[config.mk]
export PLATFORM = sky130hd
export DESIGN_NAME = extended_pointer_instr_exec
export DESIGN_NICKNAME = d
export VERILOG_FILES = /design/src/rtl/xi_pkg.sv /design/src/rtl/ext_opcode_decode.sv /design/src/rtl/indirect_reg_check.sv /design/src/rtl/extended_pointer_instr_exec.sv
export VERILOG_INCLUDE_DIRS = /design/src /design/src/rtl
export SDC_FILE = /design/constraint.sdc
export NUM_CORES = 1
export LEC_CHECK = 0
export BUFFER_PORTS_ARGS = -buffer_cell sky130_fd_sc_hd__buf_2
export CORE_MARGIN = 2
export CORE_UTILIZATION = 36
export CTS_CLUSTER_DIAMETER = 40
export CTS_CLUSTER_SIZE = 8
export DETAILED_ROUTE_END_ITERATION = 7
export PLACE_DENSITY_LB_ADDON = 0.12
export SLEW_MARGIN = 30
export SYNTH_ARGS = -nofsm -noshare
export SYNTH_HDL_FRONTEND = slang
export SYNTH_SLANG_ARGS = --single-unit
[constraint.sdc]
create_clock -name clock -period 4.2 [get_ports clock]
set_clock_uncertainty 0.2 [all_clocks]
set_input_delay 0.63 -clock clock [delete_from_list [all_inputs] [get_ports clock]]
set_output_delay 0.63 -clock clock [all_outputs]
set_load 0.01 [all_outputs]
[src/rtl/ext_instr_regs.svh]
// constants for the extended pointer instruction decode and execute block
// assumes a 21-bit program counter and a 12-bit data address space
`ifndef EXT_INSTR_REGS_SVH
`define EXT_INSTR_REGS_SVH

// ----------------------------------------------------------------------
// widths
// ----------------------------------------------------------------------
`define XI_PC_W 21
`define XI_ADDR_W 12

// ----------------------------------------------------------------------
// opcode fields of the first word
// ----------------------------------------------------------------------
`define XI_OPC_MSB 15
`define XI_OPC_LSB 8
`define XI_OPC_PTR_ADD 8'he8
`define XI_OPC_PTR_SUB 8'he9
`define XI_OPC_PUSH 8'hea
`define XI_OPC_MOVE 8'heb
`define XI_OPC_CALL 16'h0014
`define XI_SEL_MSB 7
`define XI_SEL_LSB 6
`define XI_SEL_FRAME 2'h3
`define XI_K6_MSB 5
`define XI_K8_MSB 7
`define XI_MV_KIND_BIT 7
`define XI_Z_MSB 6

// ----------------------------------------------------------------------
// second word of the two-word moves
// ----------------------------------------------------------------------
`define XI_W2_TAG_MSB 15
`define XI_W2_TAG_LSB 12
`define XI_W2_TAG 4'hf
`define XI_ABS_MSB 11

// ----------------------------------------------------------------------
// values
// ----------------------------------------------------------------------
`define XI_RET_OFS 21'h000002
`define XI_PTR_RST 12'h000
`define XI_PUSH_DEC 12'h001
`define XI_FRAME_IDX 2'h2
`define XI_ZERO_BYTE 8'h00
`define XI_IND_BASE0 12'hfeb
`define XI_IND_BASE1 12'hfe3
`define XI_IND_BASE2 12'hfdb
`define XI_IND_SPAN 12'h005

`endif

[src/rtl/xi_pkg.sv]
// types shared by the extended pointer instruction block
// assumes ext_instr_regs.svh on the include path
`include "ext_instr_regs.svh"

package xi_pkg;

  typedef enum logic [1:0] {
    st_ready = 2'b00,
    st_idle_cycle = 2'b01,
    st_move_read = 2'b10,
    st_move_dest = 2'b11
  } state_t;

  typedef enum logic [3:0] {
    op_none = 4'b0000,
    op_ptr_add = 4'b0001,
    op_frame_add_ret = 4'b0010,
    op_ptr_sub = 4'b0011,
    op_frame_sub_ret = 4'b0100,
    op_reg_call = 4'b0101,
    op_lit_push = 4'b0110,
    op_move_abs = 4'b0111,
    op_move_idx = 4'b1000
  } op_t;

  typedef struct packed {
    logic load;
    logic [`XI_PC_W-1:0] value;
  } redirect_t;

  typedef struct packed {
    logic push;
    logic pop;
    logic [`XI_PC_W-1:0] value;
  } stack_op_t;

  typedef struct packed {
    logic we;
    logic [`XI_ADDR_W-1:0] addr;
    logic [7:0] data;
  } mem_wr_t;

  typedef struct packed {
    logic re;
    logic [`XI_ADDR_W-1:0] addr;
  } mem_rd_t;

  typedef logic [2:0][`XI_ADDR_W-1:0] ptr_bank_t;

endpackage

[src/rtl/ext_opcode_decode.sv]
// combinational decode of one instruction word into an extended operation
// assumes the caller gates it with the synchronised extension enable
`timescale 1ns/100ps
`include "ext_instr_regs.svh"

module ext_opcode_decode (
  input wire logic [15:0] word,
  input wire logic enable,
  output xi_pkg::op_t op
);

  always_comb begin
    op = xi_pkg::op_none;
    if (!enable) begin
      op = xi_pkg::op_none;
    end else if (word == `XI_OPC_CALL) begin
      op = xi_pkg::op_reg_call;
    end else if (word[`XI_OPC_MSB:`XI_OPC_LSB] == `XI_OPC_PTR_ADD) begin
      if (word[`XI_SEL_MSB:`XI_SEL_LSB] == `XI_SEL_FRAME) begin
        op = xi_pkg::op_frame_add_ret;
      end else begin
        op = xi_pkg::op_ptr_add;
      end
    end else if (word[`XI_OPC_MSB:`XI_OPC_LSB] == `XI_OPC_PTR_SUB) begin
      if (word[`XI_SEL_MSB:`XI_SEL_LSB] == `XI_SEL_FRAME) begin
        op = xi_pkg::op_frame_sub_ret;
      end else begin
        op = xi_pkg::op_ptr_sub;
      end
    end else if (word[`XI_OPC_MSB:`XI_OPC_LSB] == `XI_OPC_PUSH) begin
      op = xi_pkg::op_lit_push;
    end else if (word[`XI_OPC_MSB:`XI_OPC_LSB] == `XI_OPC_MOVE) begin
      if (word[`XI_MV_KIND_BIT]) begin
        op = xi_pkg::op_move_idx;
      end else begin
        op = xi_pkg::op_move_abs;
      end
    end
  end

endmodule // ext_opcode_decode

[src/rtl/indirect_reg_check.sv]
// flags a data address that falls on one of the indirect access registers
// assumes three groups of consecutive indirect registers
`timescale 1ns/100ps
`include "ext_instr_regs.svh"

module indirect_reg_check (
  input wire logic [`XI_ADDR_W-1:0] addr,
  output logic hit
);

  function automatic logic in_group(input logic [`XI_ADDR_W-1:0] a,
                                    input logic [`XI_ADDR_W-1:0] base);
    in_group = (a >= base) && (a < base + `XI_IND_SPAN);
  endfunction

  always_comb begin
    hit = in_group(addr, `XI_IND_BASE0) || in_group(addr, `XI_IND_BASE1) ||
          in_group(addr, `XI_IND_BASE2);
  end

endmodule // indirect_reg_check

[src/rtl/extended_pointer_instr_exec.sv]
// decode and execute of the eight extended pointer instructions
// assumes fetch offers words with valid/ready on this clock and a data
// memory that answers a read combinationally in the same cycle
//
// Summary of operation
// (RULE1) pointer add; select three means frame add-return
// (RULE2) frame add-return adds literal to frame pointer
// (RULE3) then loads program counter from stack top
// (RULE4) frame add-return takes two cycles
// (RULE5) call pushes instruction address plus two
// (RULE6) call puts accumulator in counter low byte
// (RULE7) call copies latches into high, upper bytes
// (RULE8) call takes two cycles, second idle
// (RULE9) call saves no accumulator, status or bank
// (RULE10) call decoded from single fixed opcode
// (RULE11) pointer subtract literal, one cycle, no flags
// (RULE12) frame subtract-return, two cycles
// (RULE13) literal push stores then decrements frame pointer
// (RULE14) indexed-to-absolute move, two words, two cycles; code takes three clocks, with a read cycle between the words
// (RULE15) indexed-to-indexed move, two words, two cycles; code takes three clocks, with a read cycle between the words
// (RULE16) extension active only when enable set
// (RULE17) indirect source address reads as zero
// (RULE18) indirect indexed destination makes move idle
// (RULE19) returns pop the return stack
`timescale 1ns/100ps
`include "ext_instr_regs.svh"

module extended_pointer_instr_exec (
  input wire logic clock,
  input wire logic arst_n,
  input wire logic extension_enable_cfg,
  input wire logic instr_valid,
  input wire logic [15:0] instr_word,
  input wire logic [`XI_PC_W-1:0] instr_addr,
  input wire logic [7:0] working_accumulator,
  input wire logic [7:0] counter_latch_high,
  input wire logic [4:0] counter_latch_upper,
  input wire logic [`XI_PC_W-1:0] return_stack_top,
  input wire logic [7:0] mem_rdata,
  output logic instr_ready,
  output logic std_pass,
  output logic [15:0] std_word,
  output xi_pkg::redirect_t redirect,
  output xi_pkg::stack_op_t stack_op,
  output xi_pkg::mem_rd_t mem_rd,
  output xi_pkg::mem_wr_t mem_wr,
  output xi_pkg::ptr_bank_t pointers
);

  // ----------------------------------------------------------------------
  // declarations
  // ----------------------------------------------------------------------
  xi_pkg::state_t state_reg;
  xi_pkg::state_t state_next;
  xi_pkg::op_t cur_op;
  logic en_meta_reg;
  logic en_sync_reg;
  logic accept;
  logic [1:0] sel;
  logic [5:0] k6;
  logic [`XI_ADDR_W-1:0] k6_ext;
  logic [`XI_ADDR_W-1:0] src_addr;
  logic [`XI_ADDR_W-1:0] dst_addr;
  logic src_ind;
  logic dst_ind;
  logic src_ind_reg;
  logic move_idx_reg;
  logic [7:0] src_data_reg;
  logic tag_ok;
  logic dest_blocked;

  function automatic logic [`XI_ADDR_W-1:0] idx_addr(input logic [`XI_ADDR_W-1:0] base,
                                                     input logic [6:0] ofs);
    idx_addr = base + {{(`XI_ADDR_W-7){1'b0}}, ofs};
  endfunction

  // ----------------------------------------------------------------------
  // enable synchroniser and decode
  // ----------------------------------------------------------------------
  always_ff @(posedge clock or negedge arst_n) begin
    if (!arst_n) begin
      en_meta_reg <= 1'b0;
      en_sync_reg <= 1'b0;
    end else begin
      en_meta_reg <= extension_enable_cfg;
      en_sync_reg <= en_meta_reg;
    end
  end

  // (RULE16) gated by enable
  // (RULE10) fixed call opcode
  ext_opcode_decode u_decode (
    .word(instr_word),
    .enable(en_sync_reg),
    .op(cur_op)
  );

  assign accept = instr_valid && instr_ready;
  assign sel = instr_word[`XI_SEL_MSB:`XI_SEL_LSB];
  assign k6 = instr_word[`XI_K6_MSB:0];
  assign k6_ext = {{(`XI_ADDR_W-6){1'b0}}, k6};
  assign src_addr = idx_addr(pointers[`XI_FRAME_IDX], instr_word[`XI_Z_MSB:0]);
  assign dst_addr = move_idx_reg ? idx_addr(pointers[`XI_FRAME_IDX], instr_word[`XI_Z_MSB:0])
                                 : instr_word[`XI_ABS_MSB:0];
  assign tag_ok = instr_word[`XI_W2_TAG_MSB:`XI_W2_TAG_LSB] == `XI_W2_TAG;
  // (RULE18) indexed destination on indirect register
  assign dest_blocked = move_idx_reg && dst_ind;

  indirect_reg_check u_src_check (
    .addr(src_addr),
    .hit(src_ind)
  );

  indirect_reg_check u_dst_check (
    .addr(dst_addr),
    .hit(dst_ind)
  );

  // ----------------------------------------------------------------------
  // sequencing
  // ----------------------------------------------------------------------
  always_comb begin
    state_next = state_reg;
    case (state_reg)
      xi_pkg::st_ready: begin
        if (accept) begin
          case (cur_op)
            xi_pkg::op_frame_add_ret, xi_pkg::op_frame_sub_ret,
            xi_pkg::op_reg_call: state_next = xi_pkg::st_idle_cycle;
            xi_pkg::op_move_abs, xi_pkg::op_move_idx: state_next = xi_pkg::st_move_read;
            default: state_next = xi_pkg::st_ready;
          endcase
        end
      end
      xi_pkg::st_idle_cycle: state_next = xi_pkg::st_ready;
      xi_pkg::st_move_read: state_next = xi_pkg::st_move_dest;
      xi_pkg::st_move_dest: begin
        if (accept) begin
          state_next = xi_pkg::st_ready;
        end
      end
      default: state_next = xi_pkg::st_ready;
    endcase
  end

  // (RULE4) second cycle idle while fetch redirects
  // (RULE8) call idle cycle
  always_ff @(posedge clock or negedge arst_n) begin
    if (!arst_n) begin
      state_reg <= xi_pkg::st_ready;
      instr_ready <= 1'b0;
    end else begin
      state_reg <= state_next;
      instr_ready <= (state_next == xi_pkg::st_ready) || (state_next == xi_pkg::st_move_dest);
    end
  end

  // ----------------------------------------------------------------------
  // pointer bank
  // ----------------------------------------------------------------------
  // (RULE1) add to selected pointer
  // (RULE2) frame add before return
  // (RULE11) subtract, flags untouched
  // (RULE12) frame subtract before return
  always_ff @(posedge clock or negedge arst_n) begin
    if (!arst_n) begin
      pointers <= {3{`XI_PTR_RST}};
    end else if (accept && state_reg == xi_pkg::st_ready) begin
      case (cur_op)
        xi_pkg::op_ptr_add: pointers[sel] <= pointers[sel] + k6_ext;
        xi_pkg::op_ptr_sub: pointers[sel] <= pointers[sel] - k6_ext;
        xi_pkg::op_frame_add_ret:
          pointers[`XI_FRAME_IDX] <= pointers[`XI_FRAME_IDX] + k6_ext;
        xi_pkg::op_frame_sub_ret:
          pointers[`XI_FRAME_IDX] <= pointers[`XI_FRAME_IDX] - k6_ext;
        xi_pkg::op_lit_push:
          pointers[`XI_FRAME_IDX] <= pointers[`XI_FRAME_IDX] - `XI_PUSH_DEC;
        default: pointers <= pointers;
      endcase
    end
  end

  // ----------------------------------------------------------------------
  // program flow and return stack
  // ----------------------------------------------------------------------
  // (RULE3) return loads stack top
  // (RULE19) return pops stack
  // (RULE5) push instruction address plus two
  // (RULE6) accumulator into low byte
  // (RULE7) latches into high and upper
  // (RULE9) no shadow save on call
  always_ff @(posedge clock or negedge arst_n) begin
    if (!arst_n) begin
      redirect <= '0;
      stack_op <= '0;
    end else begin
      redirect.load <= 1'b0;
      stack_op.push <= 1'b0;
      stack_op.pop <= 1'b0;
      if (accept && state_reg == xi_pkg::st_ready) begin
        if (cur_op == xi_pkg::op_frame_add_ret || cur_op == xi_pkg::op_frame_sub_ret) begin
          redirect.load <= 1'b1;
          redirect.value <= return_stack_top;
          stack_op.pop <= 1'b1;
        end else if (cur_op == xi_pkg::op_reg_call) begin
          stack_op.push <= 1'b1;
          stack_op.value <= instr_addr + `XI_RET_OFS;
          redirect.load <= 1'b1;
          redirect.value <= {counter_latch_upper, counter_latch_high, working_accumulator};
        end
      end
    end
  end

  // ----------------------------------------------------------------------
  // data memory and moves
  // ----------------------------------------------------------------------
  // (RULE14) absolute move source read
  // (RULE15) indexed move source read
  // (RULE17) indirect source reads zero
  always_ff @(posedge clock or negedge arst_n) begin
    if (!arst_n) begin
      mem_rd <= '0;
      src_ind_reg <= 1'b0;
      move_idx_reg <= 1'b0;
      src_data_reg <= `XI_ZERO_BYTE;
    end else begin
      mem_rd.re <= 1'b0;
      if (accept && state_reg == xi_pkg::st_ready &&
          (cur_op == xi_pkg::op_move_abs || cur_op == xi_pkg::op_move_idx)) begin
        mem_rd.re <= !src_ind;
        mem_rd.addr <= src_addr;
        src_ind_reg <= src_ind;
        move_idx_reg <= cur_op == xi_pkg::op_move_idx;
      end
      if (state_reg == xi_pkg::st_move_read) begin
        src_data_reg <= src_ind_reg ? `XI_ZERO_BYTE : mem_rdata;
      end
    end
  end

  // (RULE13) literal stored at frame pointer
  // (RULE18) blocked destination writes nothing
  always_ff @(posedge clock or negedge arst_n) begin
    if (!arst_n) begin
      mem_wr <= '0;
    end else begin
      mem_wr.we <= 1'b0;
      if (accept && state_reg == xi_pkg::st_ready && cur_op == xi_pkg::op_lit_push) begin
        mem_wr.we <= 1'b1;
        mem_wr.addr <= pointers[`XI_FRAME_IDX];
        mem_wr.data <= instr_word[`XI_K8_MSB:0];
      end else if (accept && state_reg == xi_pkg::st_move_dest && tag_ok &&
                   !dest_blocked) begin
        mem_wr.we <= 1'b1;
        mem_wr.addr <= dst_addr;
        mem_wr.data <= src_data_reg;
      end
    end
  end

  // ----------------------------------------------------------------------
  // hand-off of standard words
  // ----------------------------------------------------------------------
  // (RULE16) disabled extension passes words on
  always_ff @(posedge clock or negedge arst_n) begin
    if (!arst_n) begin
      std_pass <= 1'b0;
      std_word <= 16'h0000;
    end else begin
      std_pass <= accept && ((state_reg == xi_pkg::st_ready && cur_op == xi_pkg::op_none) ||
                             (state_reg == xi_pkg::st_move_dest && !tag_ok));
      if (accept) begin
        std_word <= instr_word;
      end
    end
  end

  logic go;
  assign go = accept && state_reg == xi_pkg::st_ready;
endmodule // extended_pointer_instr_exec

==> flow_summary.yaml <==
logic_synthesis:
  synth_top_area_share: 0.387
  synthFlopType: "dfrtp_1"
  synth_fp_nets: 1150
  async_flop_share: 1.00
  netlist_area_mm2: 0.00950
  ys_ff_latch: 147
  synth_common_cells: "147 x dfrtp_1, 92 x nand2_1, 75 x nor2_1, 58 x o21ai_0, 43 x a21oi_1"
  synth_cell_types: 84
  synth_area_leaders: "dfrtp_1 39%, mux2_2 5.0%, ha_1 4.5%, nand2_1 3.6%, o21ai_0 3.1%"
  synth-edff-count: 0
  yosysWarnings: 0
  syn-instance-count: 1021
  syn_area_per_cell_um2: 9.31
  synth.most_common_cell: "dfrtp_1"
  yosysTopAreaCell: "dfrtp_1"
  synth-seq-area-share: 0.387
power_and_ir_drop:
  switchingPower_mw: 1.12
  p_total_mw: 3.64
  power_frac_comb: 0.139
  p_int_mw: 2.52
  leakage_nw: 5.86
  powerDensity_mw_per_mm2: 307
  switching_share: 0.307
  p_clk_frac: 0.432
  p_seq_frac: 0.429
  peakVddDrop_v: 0.000226
setup_path:
  endpoint_kind: "register"
  crit_slowest_cell: "ha_1"
  critical_path.startpoint_type: "input port"
  worst_ep_arrival_time_ps: 3840
  cp.required_ps: 4310
  cp_cell_sequence: "buf_2 -> buf_4 -> and4b_1 -> o2111a_1 -> nand2_1 -> o21ai_0 -> a21oi_1 -> ha_1 -> nand2_1 -> o21ai_0 -> o211ai_1 -> and4b_1 -> a311oi_1 -> a2bb2oi_1 -> o211ai_1"
  cp_max_fo: 10
  cpPeakStageDelay_ps: 380
  critPathKind: "in -> reg"
  worstReg2RegStart: "pointers[26]$_DFFE_PN0P_"
  reg2reg_depth: 8
  r2r_setup_slack_ps: 550
  r2r-end: "mem_wr[12]$_DFFE_PN0P_"
cells_and_area:
  largest-register: "pointers"
  n_antenna_cell: 0
  nets: 1390
  top_regs: "pointers (36), stack_op (23), redirect (22)"
  largest_reg_flops: 36
  drive_above_1_share: 0.305
  synthToLayoutAreaGrowth_pct: 24.5
  n_fill_cell: 2575
clocking:
  cts.sinks: 147
  clk_latency_ps: 430
  clk_pin_slew_ps: 70
  cts_hold_buf: 0
  cts_buffers: 17
  cts-root-buf: "clkbuf_16"
  clockBufferDepth: 2
  cts_resized: 0
  cts_tree: "built"
  post_cts.repair.setup_buffers: 0
  htree_levels: 4
placement:
  io_buffers: 223
  pre_cts_slack_ps: 125
  place_congestion: 0.929
  dp_hpwl_mm: 24.5
global_route:
  antenna_found_initial: 0
  grt_use_total: 0.230
  grt_max_degree: 96
  first_global_vias: 8638
  grt-ovfl-total: 0
  grt_pass1_wl_mm: 49.9
detailed_routing:
  dr_total_vias: 8881
  drt.antenna.violating_nets: 0
  drc_errors: 0
  drtIter0Drc: 678
  wl_per_cell_um: 20.2
  via_per_inst: 5.52
  drtPass1Iterations: 5
  drt_wl_total_mm: 32.4
sta:
  period_needed_ps: 3730
  finalMaxSlewViolations: 0
  rsz0062_at_grt: "no"
  hold_ws_ps: 56.3
  fin_ws_ps: 470
  fmaxAchievable_ghz: 0.268
  worst_slew_pin_slew_ps: 841
  finalSetupTns_ps: 0
  slew_headroom: 0.439
  setup_viol: 0
  final-hold-violation-count: 0
  fin_crit_sh: 0.888
floorplan:
  chipWidth_um: 166
  core_region_area_mm2: 0.0260
  fp.dieH_um: 166
  dieArea_mm2: 0.0277
  rows: 59
  start_util: 0.366
  io_pins: 224
worst_hold_path:
  hold_path.class: "in -> async"
run_status:
  status: "finished clean"
run:
  drv_cap: 0
==> cell usage in the layout, fill, tap and decap left out, types with 5 or more instances in the layout <==
cell type    n
o21ai_1     24
mux2i_1     20
buf_2      222
clkinv_8     5
nor3_1      31
nand3_1     24
nor4_1      10
nand2_1     92
clkbuf_16   17
nand4_1      6
o221ai_1     5
buf_4       56
a2bb2oi_1   29
o21a_1      10
o211ai_1     6
a221o_1      8
ha_1        34
mux2_2      42
xnor2_1     28
a21o_1      11
dfrtp_1    147
a211oi_1    27
o22ai_1     31
nor2_1      75
o2bb2ai_1    7
inv_1       27
xor2_1      16
and2_1      11
nand2b_1    16
and3_1      13
nor2b_1      8
or2_2        5
a21oi_1     43
inv_8        5
o21ai_0     58
==> how the worst max path moves through the flow <==
stage	from	end	slack [ps]	cells after the start
6_report	instr_word[6]	pointers[35]$_DFFE_PN0P_	470	15
3_3_place_gp	instr_word[6]	pointers[34]$_DFFE_PN0P_	210	16
2_1_floorplan	instr_word[6]	pointers[10]$_DFFE_PN0P_	270	15
3_5_place_dp	instr_word[6]	pointers[35]$_DFFE_PN0P_	130	15
5_1_grt	instr_word[6]	pointers[35]$_DFFE_PN0P_	190	15
4_1_cts	instr_word[6]	pointers[35]$_DFFE_PN0P_	560	15
==> per-layer routing <==
metal	wire length, um	up-vias	GRT usage
met5	0	-	0
li1	-	4262	-
met2	14900	350	0.367
met4	576	0	0.0633
met1	14600	4235	0.319
met3	2360	34	0.0478
==> metrics by stage <==
stage | util | area, um^2 | cells
after global routing | 0.455 | 11800 | 1609
final | 0.455 | 11800 | 1609
after global placement | 0.432 | 11200 | 1577
after detailed placement | 0.432 | 11200 | 1577
after floorplan | - | 9500 | 1021
after CTS | 0.455 | 11800 | 1609
==> layout make-up <==
type                            instances  area [um^2]  area share
Inverter                               30          113     0.00952
Multi-Input combinational cell        785         5450       0.461
Sequential cell                       147         3680       0.311
Tap cell                              335          419      0.0354
Clock buffer                           17          425      0.0360
Timing Repair Buffer                  280         1570       0.132
Clock inverter                         15          181      0.0153
==> worst max-delay path: cells and delay by family <==
kind	cells	cell delay, ps
and+or+nand+nor	4	680
buffers and inverters	2	460
adders and majority gates	1	380
AOI/OAI and AO/OA	8	1680
==> cell families (layout without fill, tap and decap cells) <==
| family | after synthesis | count (layout) | synth area share |
|---|---|---|---|
| and+or+nand+nor | 325 | 325 | 0.171 |
| AOI/OAI and AO/OA | 314 | 314 | 0.231 |
| DFF | 147 | 147 | 0.387 |
| buffers and inverters | 89 | 342 | 0.0421 |
| muxes | 63 | 63 | 0.0732 |
| xor gates and xnor gates | 45 | 45 | 0.0423 |
| adders and majority gates | 38 | 38 | 0.0532 |
==> power by group through the flow <==
stage	clock, mW	sequential (mW)	combinational, mW
after global routing	1.67	1.57	0.554
after CTS	1.61	1.56	0.507
final	1.57	1.56	0.505
after global placement	0	1.59	0.503
after detailed placement	0	1.58	0.508
after floorplan	0	1.60	0.236
Note: power is estimated with default switching activity, not from simulation.
